### src/rtl/gsm_pkg.sv
// Constants, types and register map for the guard output state machine
//
// Overview of operation
// - Run state: both safety outputs on, green run indicator lit.
// - Start press-and-release in run state causes no state change.
// - Stop state: both safety outputs off, red stop indicator lit.
// - Run, stop and hold states drive auxiliary output per configured behaviour.
// - Hold state: safety outputs off, red and yellow indicators steadily lit.
// - Hold to run only with clear zone and completed start press-release.
// - Fault lockout: outputs off, red lit, yellow flashes, auxiliary forced off.
// - Fault lockout held until fault corrected and cleared by software or reset; start cannot release it.
// - Internal fault enters lockout from any state in any mode.
// - Automatic mode: outputs off after reset, then run when zone clear.
// - Automatic mode: obstruction gives stop, clearing returns to run unaided.
// - Start-hold modes: after reset go to hold once zone clear and no fault.
// - Start-hold mode: after first run, stop and clear return straight to run.
// - Start/restart-hold mode: clearing after stop goes to hold, not run.
// - Start press-release ignored while the detection zone is not clear.
// - Operating mode comes from stored configuration written by software.
package gsm_pkg;

	// Operating modes
	localparam logic [1:0] MODE_AUTO = 2'h0;
	localparam logic [1:0] MODE_START_HOLD = 2'h1;
	localparam logic [1:0] MODE_RESTART_HOLD = 2'h2;

	// Auxiliary behaviour codes
	localparam logic [1:0] AUX_FOLLOW = 2'h0;
	localparam logic [1:0] AUX_INVERT = 2'h1;
	localparam logic [1:0] AUX_OFF = 2'h2;
	localparam logic [1:0] AUX_ON = 2'h3;

	// Register byte offsets
	localparam logic [3:0] OFF_CTRL = 4'h0;
	localparam logic [3:0] OFF_STATUS = 4'h4;
	localparam logic [3:0] OFF_IRQ_STAT = 4'h8;
	localparam logic [3:0] OFF_IRQ_MASK = 4'hC;

	// Control fields
	localparam int CTRL_MODE_LSB = 0;
	localparam int CTRL_AUX_LSB = 2;
	localparam int CTRL_FAULT_CLR_BIT = 4;
	localparam logic [4:0] CTRL_RESET = 5'h00;

	// Interrupt event bits
	localparam int IRQ_RUN = 0;
	localparam int IRQ_STOP = 1;
	localparam int IRQ_HOLD = 2;
	localparam int IRQ_FAULT = 3;
	localparam int IRQ_W = 4;
	localparam logic [3:0] IRQ_MASK_RESET = 4'h0;

	// Bus answers
	localparam logic [1:0] RESP_OKAY = 2'h0;
	localparam logic [1:0] RESP_SLVERR = 2'h2;

	// Fault indicator flash half period
	localparam int CLK_HZ = 200_000_000;
	localparam int FLASH_HALF_MS = 250;
	localparam int FLASH_HALF_CYC = CLK_HZ / 1000 * FLASH_HALF_MS;

	typedef enum logic [3:0] {
		ST_STOP = 4'h1,
		ST_RUN = 4'h2,
		ST_HOLD = 4'h4,
		ST_FAULT = 4'h8
	} gsm_state_t;

endpackage : gsm_pkg

### src/rtl/gsm_guard_fsm.sv
// Guard output state machine with AXI4-Lite register slave
`timescale 1ns/100ps
`default_nettype none
module gsm_guard_fsm #(
	parameter int FLASH_HALF = gsm_pkg::FLASH_HALF_CYC
) (
	// Clock and reset
	input wire logic clk_sys,
	input wire logic rst_n,
	// Sensing and operator
	input wire logic zone_clear,
	input wire logic blank_ok,
	input wire logic start_btn,
	input wire logic fault_det,
	// Safety and indicator outputs
	output logic safety_output_a,
	output logic safety_output_b,
	output logic aux_out,
	output logic led_green,
	output logic led_red,
	output logic led_yellow,
	output logic irq,
	// AXI4-Lite write address
	input wire logic [3:0] s_axi_awaddr,
	input wire logic s_axi_awvalid,
	output logic s_axi_awready,
	// AXI4-Lite write data
	input wire logic [31:0] s_axi_wdata,
	input wire logic [3:0] s_axi_wstrb,
	input wire logic s_axi_wvalid,
	output logic s_axi_wready,
	// AXI4-Lite write response
	output logic [1:0] s_axi_bresp,
	output logic s_axi_bvalid,
	input wire logic s_axi_bready,
	// AXI4-Lite read address
	input wire logic [3:0] s_axi_araddr,
	input wire logic s_axi_arvalid,
	output logic s_axi_arready,
	// AXI4-Lite read data
	output logic [31:0] s_axi_rdata,
	output logic [1:0] s_axi_rresp,
	output logic s_axi_rvalid,
	input wire logic s_axi_rready
);
	import gsm_pkg::*;

	gsm_state_t state_ff, nxt_state;
	logic [4:0] ctrl_ff;
	logic [IRQ_W-1:0] irq_stat_ff, irq_mask_ff, evt;
	logic start_q_ff, armed_ff, start_evt;
	logic fault_latch_ff;
	logic [31:0] flash_cnt_ff;
	logic flash_ff;
	logic ran_ff;
	logic zone_ok;
	logic [1:0] mode, aux_cfg;

	// Write channel holding
	logic aw_full_ff, w_full_ff;
	logic [3:0] aw_addr_ff;
	logic [31:0] w_data_ff;
	logic [3:0] w_strb_ff;
	logic do_write;
	logic fault_clr;

	assign mode = ctrl_ff[CTRL_MODE_LSB +: 2];
	assign aux_cfg = ctrl_ff[CTRL_AUX_LSB +: 2];
	assign zone_ok = zone_clear | blank_ok;

	// Start recognised on release after a registered press
	always_ff @(posedge clk_sys or negedge rst_n) begin
		if (!rst_n) begin
			start_q_ff <= 1'b0;
			armed_ff <= 1'b0;
		end else begin
			start_q_ff <= start_btn;
			if (start_q_ff && !zone_ok)
				armed_ff <= 1'b0;
			else if (start_q_ff)
				armed_ff <= 1'b1;
			else if (start_evt)
				armed_ff <= 1'b0;
		end
	end
	assign start_evt = armed_ff & ~start_q_ff & zone_ok;

	// Fault latch survives until software confirms correction
	always_ff @(posedge clk_sys or negedge rst_n) begin
		if (!rst_n)
			fault_latch_ff <= 1'b0;
		else if (fault_det)
			fault_latch_ff <= 1'b1;
		else if (fault_clr)
			fault_latch_ff <= 1'b0;
	end

	// State transitions
	always_comb begin
		nxt_state = state_ff;
		unique case (state_ff)
			ST_STOP: begin
				if (zone_ok) begin
					if (mode == MODE_AUTO)
						nxt_state = ST_RUN;
					else if (mode == MODE_START_HOLD && ran_ff)
						nxt_state = ST_RUN;
					else
						nxt_state = ST_HOLD;
				end
			end
			ST_RUN: begin
				if (!zone_ok)
					nxt_state = ST_STOP;
				// Start edges do nothing here
			end
			ST_HOLD: begin
				if (!zone_ok)
					nxt_state = ST_STOP;
				else if (start_evt)
					nxt_state = ST_RUN;
			end
			ST_FAULT: begin
				if (!fault_latch_ff && !fault_det)
					nxt_state = ST_STOP;
			end
		endcase
		if (fault_det || fault_latch_ff)
			nxt_state = ST_FAULT;
	end

	always_ff @(posedge clk_sys or negedge rst_n) begin
		if (!rst_n)
			state_ff <= ST_STOP;
		else
			state_ff <= nxt_state;
	end

	// Remember first run entry; cleared by fault so restart needs a start
	always_ff @(posedge clk_sys or negedge rst_n) begin
		if (!rst_n)
			ran_ff <= 1'b0;
		else if (state_ff == ST_FAULT)
			ran_ff <= 1'b0;
		else if (state_ff == ST_RUN)
			ran_ff <= 1'b1;
	end

	// Yellow flash timer for the lockout indicator
	always_ff @(posedge clk_sys or negedge rst_n) begin
		if (!rst_n) begin
			flash_cnt_ff <= 32'h0;
			flash_ff <= 1'b0;
		end else if (state_ff != ST_FAULT) begin
			flash_cnt_ff <= 32'h0;
			flash_ff <= 1'b1;
		end else if (flash_cnt_ff >= 32'(FLASH_HALF - 1)) begin
			flash_cnt_ff <= 32'h0;
			flash_ff <= ~flash_ff;
		end else begin
			flash_cnt_ff <= flash_cnt_ff + 32'h1;
		end
	end

	// Outputs registered from state
	always_ff @(posedge clk_sys or negedge rst_n) begin
		if (!rst_n) begin
			safety_output_a <= 1'b0;
			safety_output_b <= 1'b0;
			aux_out <= 1'b0;
			led_green <= 1'b0;
			led_red <= 1'b1;
			led_yellow <= 1'b0;
		end else begin
			safety_output_a <= (state_ff == ST_RUN);
			safety_output_b <= (state_ff == ST_RUN);
			led_green <= (state_ff == ST_RUN);
			led_red <= (state_ff != ST_RUN);
			if (state_ff == ST_HOLD)
				led_yellow <= 1'b1;
			else if (state_ff == ST_FAULT)
				led_yellow <= flash_ff;
			else
				led_yellow <= 1'b0;
			if (state_ff == ST_FAULT)
				aux_out <= 1'b0;
			else begin
				unique case (aux_cfg)
					AUX_FOLLOW: aux_out <= (state_ff == ST_RUN);
					AUX_INVERT: aux_out <= (state_ff != ST_RUN);
					AUX_OFF: aux_out <= 1'b0;
					AUX_ON: aux_out <= 1'b1;
				endcase
			end
		end
	end

	// State entry events
	always_comb begin
		evt = '0;
		if (nxt_state != state_ff) begin
			evt[IRQ_RUN] = (nxt_state == ST_RUN);
			evt[IRQ_STOP] = (nxt_state == ST_STOP);
			evt[IRQ_HOLD] = (nxt_state == ST_HOLD);
			evt[IRQ_FAULT] = (nxt_state == ST_FAULT);
		end
	end

	// AXI4-Lite write path: address and data accepted in either order
	assign s_axi_awready = ~aw_full_ff & ~s_axi_bvalid;
	assign s_axi_wready = ~w_full_ff & ~s_axi_bvalid;
	assign do_write = aw_full_ff & w_full_ff & ~s_axi_bvalid;

	always_ff @(posedge clk_sys or negedge rst_n) begin
		if (!rst_n) begin
			aw_full_ff <= 1'b0;
			aw_addr_ff <= 4'h0;
		end else if (s_axi_awvalid && s_axi_awready) begin
			aw_full_ff <= 1'b1;
			aw_addr_ff <= s_axi_awaddr;
		end else if (do_write) begin
			aw_full_ff <= 1'b0;
		end
	end

	always_ff @(posedge clk_sys or negedge rst_n) begin
		if (!rst_n) begin
			w_full_ff <= 1'b0;
			w_data_ff <= 32'h0;
			w_strb_ff <= 4'h0;
		end else if (s_axi_wvalid && s_axi_wready) begin
			w_full_ff <= 1'b1;
			w_data_ff <= s_axi_wdata;
			w_strb_ff <= s_axi_wstrb;
		end else if (do_write) begin
			w_full_ff <= 1'b0;
		end
	end

	always_ff @(posedge clk_sys or negedge rst_n) begin
		if (!rst_n) begin
			s_axi_bvalid <= 1'b0;
			s_axi_bresp <= RESP_OKAY;
		end else if (do_write) begin
			s_axi_bvalid <= 1'b1;
			s_axi_bresp <= (aw_addr_ff[3:2] == OFF_STATUS[3:2]) ? RESP_SLVERR : RESP_OKAY;
		end else if (s_axi_bready) begin
			s_axi_bvalid <= 1'b0;
		end
	end

	// Control register; fault-clear bit is a one-shot
	assign fault_clr = do_write && aw_addr_ff[3:2] == OFF_CTRL[3:2] && w_strb_ff[0]
		&& w_data_ff[CTRL_FAULT_CLR_BIT];
	always_ff @(posedge clk_sys or negedge rst_n) begin
		if (!rst_n)
			ctrl_ff <= CTRL_RESET;
		else if (do_write && aw_addr_ff[3:2] == OFF_CTRL[3:2] && w_strb_ff[0])
			ctrl_ff <= {1'b0, w_data_ff[3:0]};
	end

	// Interrupt mask and sticky status; a new event wins over the clear
	always_ff @(posedge clk_sys or negedge rst_n) begin
		if (!rst_n)
			irq_mask_ff <= IRQ_MASK_RESET;
		else if (do_write && aw_addr_ff[3:2] == OFF_IRQ_MASK[3:2] && w_strb_ff[0])
			irq_mask_ff <= w_data_ff[IRQ_W-1:0];
	end

	always_ff @(posedge clk_sys or negedge rst_n) begin
		if (!rst_n)
			irq_stat_ff <= '0;
		else if (do_write && aw_addr_ff[3:2] == OFF_IRQ_STAT[3:2] && w_strb_ff[0])
			irq_stat_ff <= (irq_stat_ff & ~w_data_ff[IRQ_W-1:0]) | evt;
		else
			irq_stat_ff <= irq_stat_ff | evt;
	end
	assign irq = |(irq_stat_ff & irq_mask_ff);

	// AXI4-Lite read path, one cycle after address
	assign s_axi_arready = ~s_axi_rvalid;
	always_ff @(posedge clk_sys or negedge rst_n) begin
		if (!rst_n) begin
			s_axi_rvalid <= 1'b0;
			s_axi_rdata <= 32'h0;
			s_axi_rresp <= RESP_OKAY;
		end else if (s_axi_arvalid && s_axi_arready) begin
			s_axi_rvalid <= 1'b1;
			s_axi_rresp <= RESP_OKAY;
			unique case (s_axi_araddr[3:2])
				OFF_CTRL[3:2]: s_axi_rdata <= {28'h0, ctrl_ff[3:0]};
				OFF_STATUS[3:2]: s_axi_rdata <= {25'h0, fault_latch_ff, ran_ff,
					zone_ok, state_ff};
				OFF_IRQ_STAT[3:2]: s_axi_rdata <= {28'h0, irq_stat_ff};
				OFF_IRQ_MASK[3:2]: s_axi_rdata <= {28'h0, irq_mask_ff};
			endcase
		end else if (s_axi_rready) begin
			s_axi_rvalid <= 1'b0;
		end
	end

endmodule : gsm_guard_fsm
`default_nettype wire

### config.mk
export PLATFORM = sky130hd
export DESIGN_NAME = gsm_guard_fsm
export DESIGN_NICKNAME = d
export VERILOG_FILES = /design/src/rtl/gsm_pkg.sv /design/src/rtl/gsm_guard_fsm.sv
export SDC_FILE = /design/constraint.sdc
export NUM_CORES = 1
export LEC_CHECK = 0
export ABC_AREA = 1
export BUFFER_PORTS_ARGS = -buffer_cell sky130_fd_sc_hd__buf_2
export CAP_MARGIN = 10
export CORE_UTILIZATION = 30
export DETAILED_ROUTE_END_ITERATION = 6
export GPL_ROUTABILITY_DRIVEN = 0
export HOLD_SLACK_MARGIN = 0.03
export PLACE_DENSITY = 0.58
export REMOVE_ABC_BUFFERS = 1
export SYNTH_ARGS = -nofsm -noshare
export SYNTH_HDL_FRONTEND = slang
export SYNTH_SLANG_ARGS = --single-unit
### constraint.sdc
create_clock -name clk_sys -period 3.9 [get_ports clk_sys]
set_clock_uncertainty 0.1 [all_clocks]
set_input_delay 0.39 -clock clk_sys [delete_from_list [all_inputs] [get_ports clk_sys]]
set_output_delay 0.39 -clock clk_sys [all_outputs]
set_load 0.05 [all_outputs]
==> summary.txt <==
Run status
  • Status: finished, final reports clean

GRT
  • Global Route Usage Sum: 13.2%
  • First-pass GRT wire length: 13,700 um
  • Global route overflow: 0
  • Vias in the first global route: roughly 2,800
  • Pin count of the biggest net entering global routing: ~80
  • Initial antenna violation count: 0

Drt
  • Routed wire length: a little under 8000 um
  • Vias: 3,045
  • WL per Instance: around 11 um
  • Drt drc: 0
  • Final ANT Viol Nets: 0
  • Initial DRC count: ~160
  • Pre-Repair DR Iteration Count: 4
  • Via/cell ratio: between 4 and 5

Min path
  • Hold WC Path Type: primary input to flip-flop

Synth
  • EDFF count, synth: 0
  • Syn avg cell area: roughly 8.2 um2
  • Post-Syn Instances: about 470
  • Sequential area share after synthesis: about 50%
  • Yosys warns: 0
  • Yosys reg bits: 77
  • Cell area after synthesis: between 0.003 and 0.004 mm2
  • Async SR Flop Fraction: 100%
  • Commonest register cell after synthesis: dfrtp_1
  • Distinct cells, synth: 33

Worst setup path
  • WS Path Type: flip-flop to flip-flop
  • CP Max Fanout: 22
  • CP required: 4.02 ns
  • Crit path capture type: flip-flop
  • Worst Path Arrival: ~2.7 ns
  • CP Launch Type: flip-flop

Floorplan
  • Core ar.: 0.0126 mm2
  • Starting Density: between 30% and 40%
  • Die area: roughly 0.013 mm2
  • Die Span X: 115 um
  • Die H: 115 um
  • Site row count: between 40 and 50
  • Num ports: 103

Timing
  • Worst slew pin tran: between 0.9 and 1 ns
  • Setup_tns: 0 ns
  • Final setup fails: 0
  • Period minus WS final: ~2.6 ns
  • Slew margin rel.: between 30% and 40%
  • PnR worst setup slack: between 1 and 1.5 ns
  • Fin. Hold Viols: 0
  • Period utilization: roughly 66%
  • Max Slew Vio Count: 0
  • RSZ-0062 raised after global routing: false
  • FMAX: between 300 and 400 MHz

Power and ir drop
  • VDD IR max: roughly 0.36 mV
  • Leakage: between 2 and 2.5 nW
  • PD cells: between 500 and 600 mW/mm2

CTS
  • Clock Sinks: 77
  • Cts hold-fix bufs: 0
  • Root buf cell: clkbuf_16
  • CTS tree: yes
  • Clock Path Buffers: 2
  • TritonCTS Buffers: 9
  • Reg clk slew, reported paths: about 0.060 ns
  • Cts repair resizes: 0
  • Post-CTS Setup Repair Bufs: 0
  • CTS H-tree depth: 3
  • Skew-Pair Late Insertion Delay: 0.33 ns

Final layout
  • # nets final: between 500 and 600
  • Area grow syn2layout: 15.2%
  • ANT cells: 0
  • Ratio of cells with drive above 1 in the final layout: between 15 and 20%
  • Core Util, Final: between 30% and 40%
  • Post-route cell area: between 0.004 and 0.005 mm2
  • # fillers: around 1,300

Place
  • Pre-CTS setup slack: between 1 and 1.5 ns
  • IO Port Bufs: 40
  • Placed Area: a little over 0.004 mm2
  • HPWL after detailed placement: 5610 um

Run
  • MaxCap Viol Count: 0
## worst paths after layout
kind | end | from | slack, ns | cells after the start
max in group asynchronous | led_green | rst_n | 2.96 | 1
min reg2reg | flash_cnt_ff[0] | flash_cnt_ff[0] | 0.35 | 1
min in group asynchronous | flash_cnt_ff[15] | rst_n | 0.10 | 1
min | start_q_ff | start_btn | 0.07 | 1
max | flash_ff | flash_cnt_ff[0] | 1.33 | 12
max reg2reg | flash_ff | flash_cnt_ff[0] | 1.33 | 12
## cell usage in the layout, fill, tap and decap left out, types with 2 or more instances in the layout
master / instances
buf_2: 39
o21ai_0: 26
nor3b_1: 4
nor3_4: 2
o21bai_1: 2
clkinvlp_4: 2
nor4_1: 2
nor3_2: 4
a221oi_1: 4
clkbuf_16: 9
xor2_1: 4
mux2_2: 2
inv_1: 47
a31oi_1: 4
dfstp_2: 2
nor2_1: 55
a21oi_1: 11
nand2_2: 4
conb_1: 34
nand4_1: 7
nor2_2: 6
clkinv_2: 2
dfrtp_1: 75
nor2_4: 2
nand3_1: 29
inv_2: 5
nand2_1: 112
nand3_2: 2
nor3_1: 16
## cell families (layout without fill, tap and decap cells)
| family | after synthesis | after routing | synth area share, % |
|---|---|---|---|
| AOI/OAI and AO/OA | 48 | 48 | 6.98 |
| xor gates and xnor gates | 5 | 5 | 1.14 |
| adders and majority gates | 1 | 1 | 0.325 |
| buffers and inverters | 87 | 108 | 11.5 |
| DFF | 77 | 77 | 50.1 |
| muxes | 2 | 2 | 0.584 |
| other | 1 | 34 | 0.0973 |
| and+or+nand+nor | 247 | 247 | 29.3 |
## power breakdown
part           switching (mW)  total [mW]  leakage (nW)  internal [mW]
Combinational           0.496       0.657          1.03          0.161
Clock                   0.327       0.821         0.138          0.494
Sequential              0.102        1.06         0.983          0.953
## cell type report
class	instances	area (um2)	share of cell area, %
tap	172	215	4.85
multi-input combinational	337	1600	36.1
inverter	52	195	4.40
timing repair buffer	40	203	4.57
clock buffer	10	229	5.16
sequential	77	1930	43.5
clock inverter	6	63.8	1.44
## critical path, cell delays in order (launching register included)
cell	delay [ns]
dfrtp_1	0.36
ha_1	0.19
nand3_1	0.17
nor2_1	0.17
nand2_1	0.09
nand4_1	0.10
nand3_1	0.08
nand2_1	0.08
nand2_1	0.05
nand2_1	0.58
inv_1	0.32
nand2_1	0.13
nand2_1	0.05
## stage by stage
stage	hold slack, ns	total power [mW]	cells
3_5_place_dp	0.348	1.73	678
3_3_place_gp	0.344	1.72	678
6_report	0.0664	2.53	694
2_1_floorplan	-0.00559	1.55	466
5_1_grt	0.0506	2.70	694
4_1_cts	0.0534	2.57	694
## state kept, by name, indices dropped and copies added (netlist names), 2 cells and up
signal and count:
irq_mask_ff 4, s_axi_rdata 7, irq_stat_ff 4, flash_cnt_ff 32, w_data_ff 5, ctrl_ff 4
state_ff 4, aw_addr_ff 2
## cell usage after synthesis (3+ instances only)
cell / instances / area (um2)
nor3_1: 16 / 80.1
o21ai_0: 26 / 130
nand4_1: 7 / 43.8
a31oi_1: 4 / 25.0
clkbuf_1: 3 / 11.3
nand2_2: 4 / 25.0
nor3_2: 4 / 40.0
nor2_2: 6 / 37.5
dfrtp_1: 75 / 1880
inv_2: 5 / 18.8
nor3b_1: 4 / 30.0
a221oi_1: 4 / 35.0
nand3_1: 29 / 145
nor2_1: 55 / 206
a21oi_1: 11 / 55.1
xor2_1: 4 / 35.0
buf_4: 31 / 233
inv_1: 47 / 176
nand2_1: 112 / 420
## per-layer routing
metal  vias up  wire length, um  track usage [%]
met5         -                0                0
met4         0               74             4.33
met3         7              377             3.80
met2        69             3590             21.0
met1      1425             3710             17.4
li1       1544                -                -
Note: power is estimated with default switching activity, not from simulation.
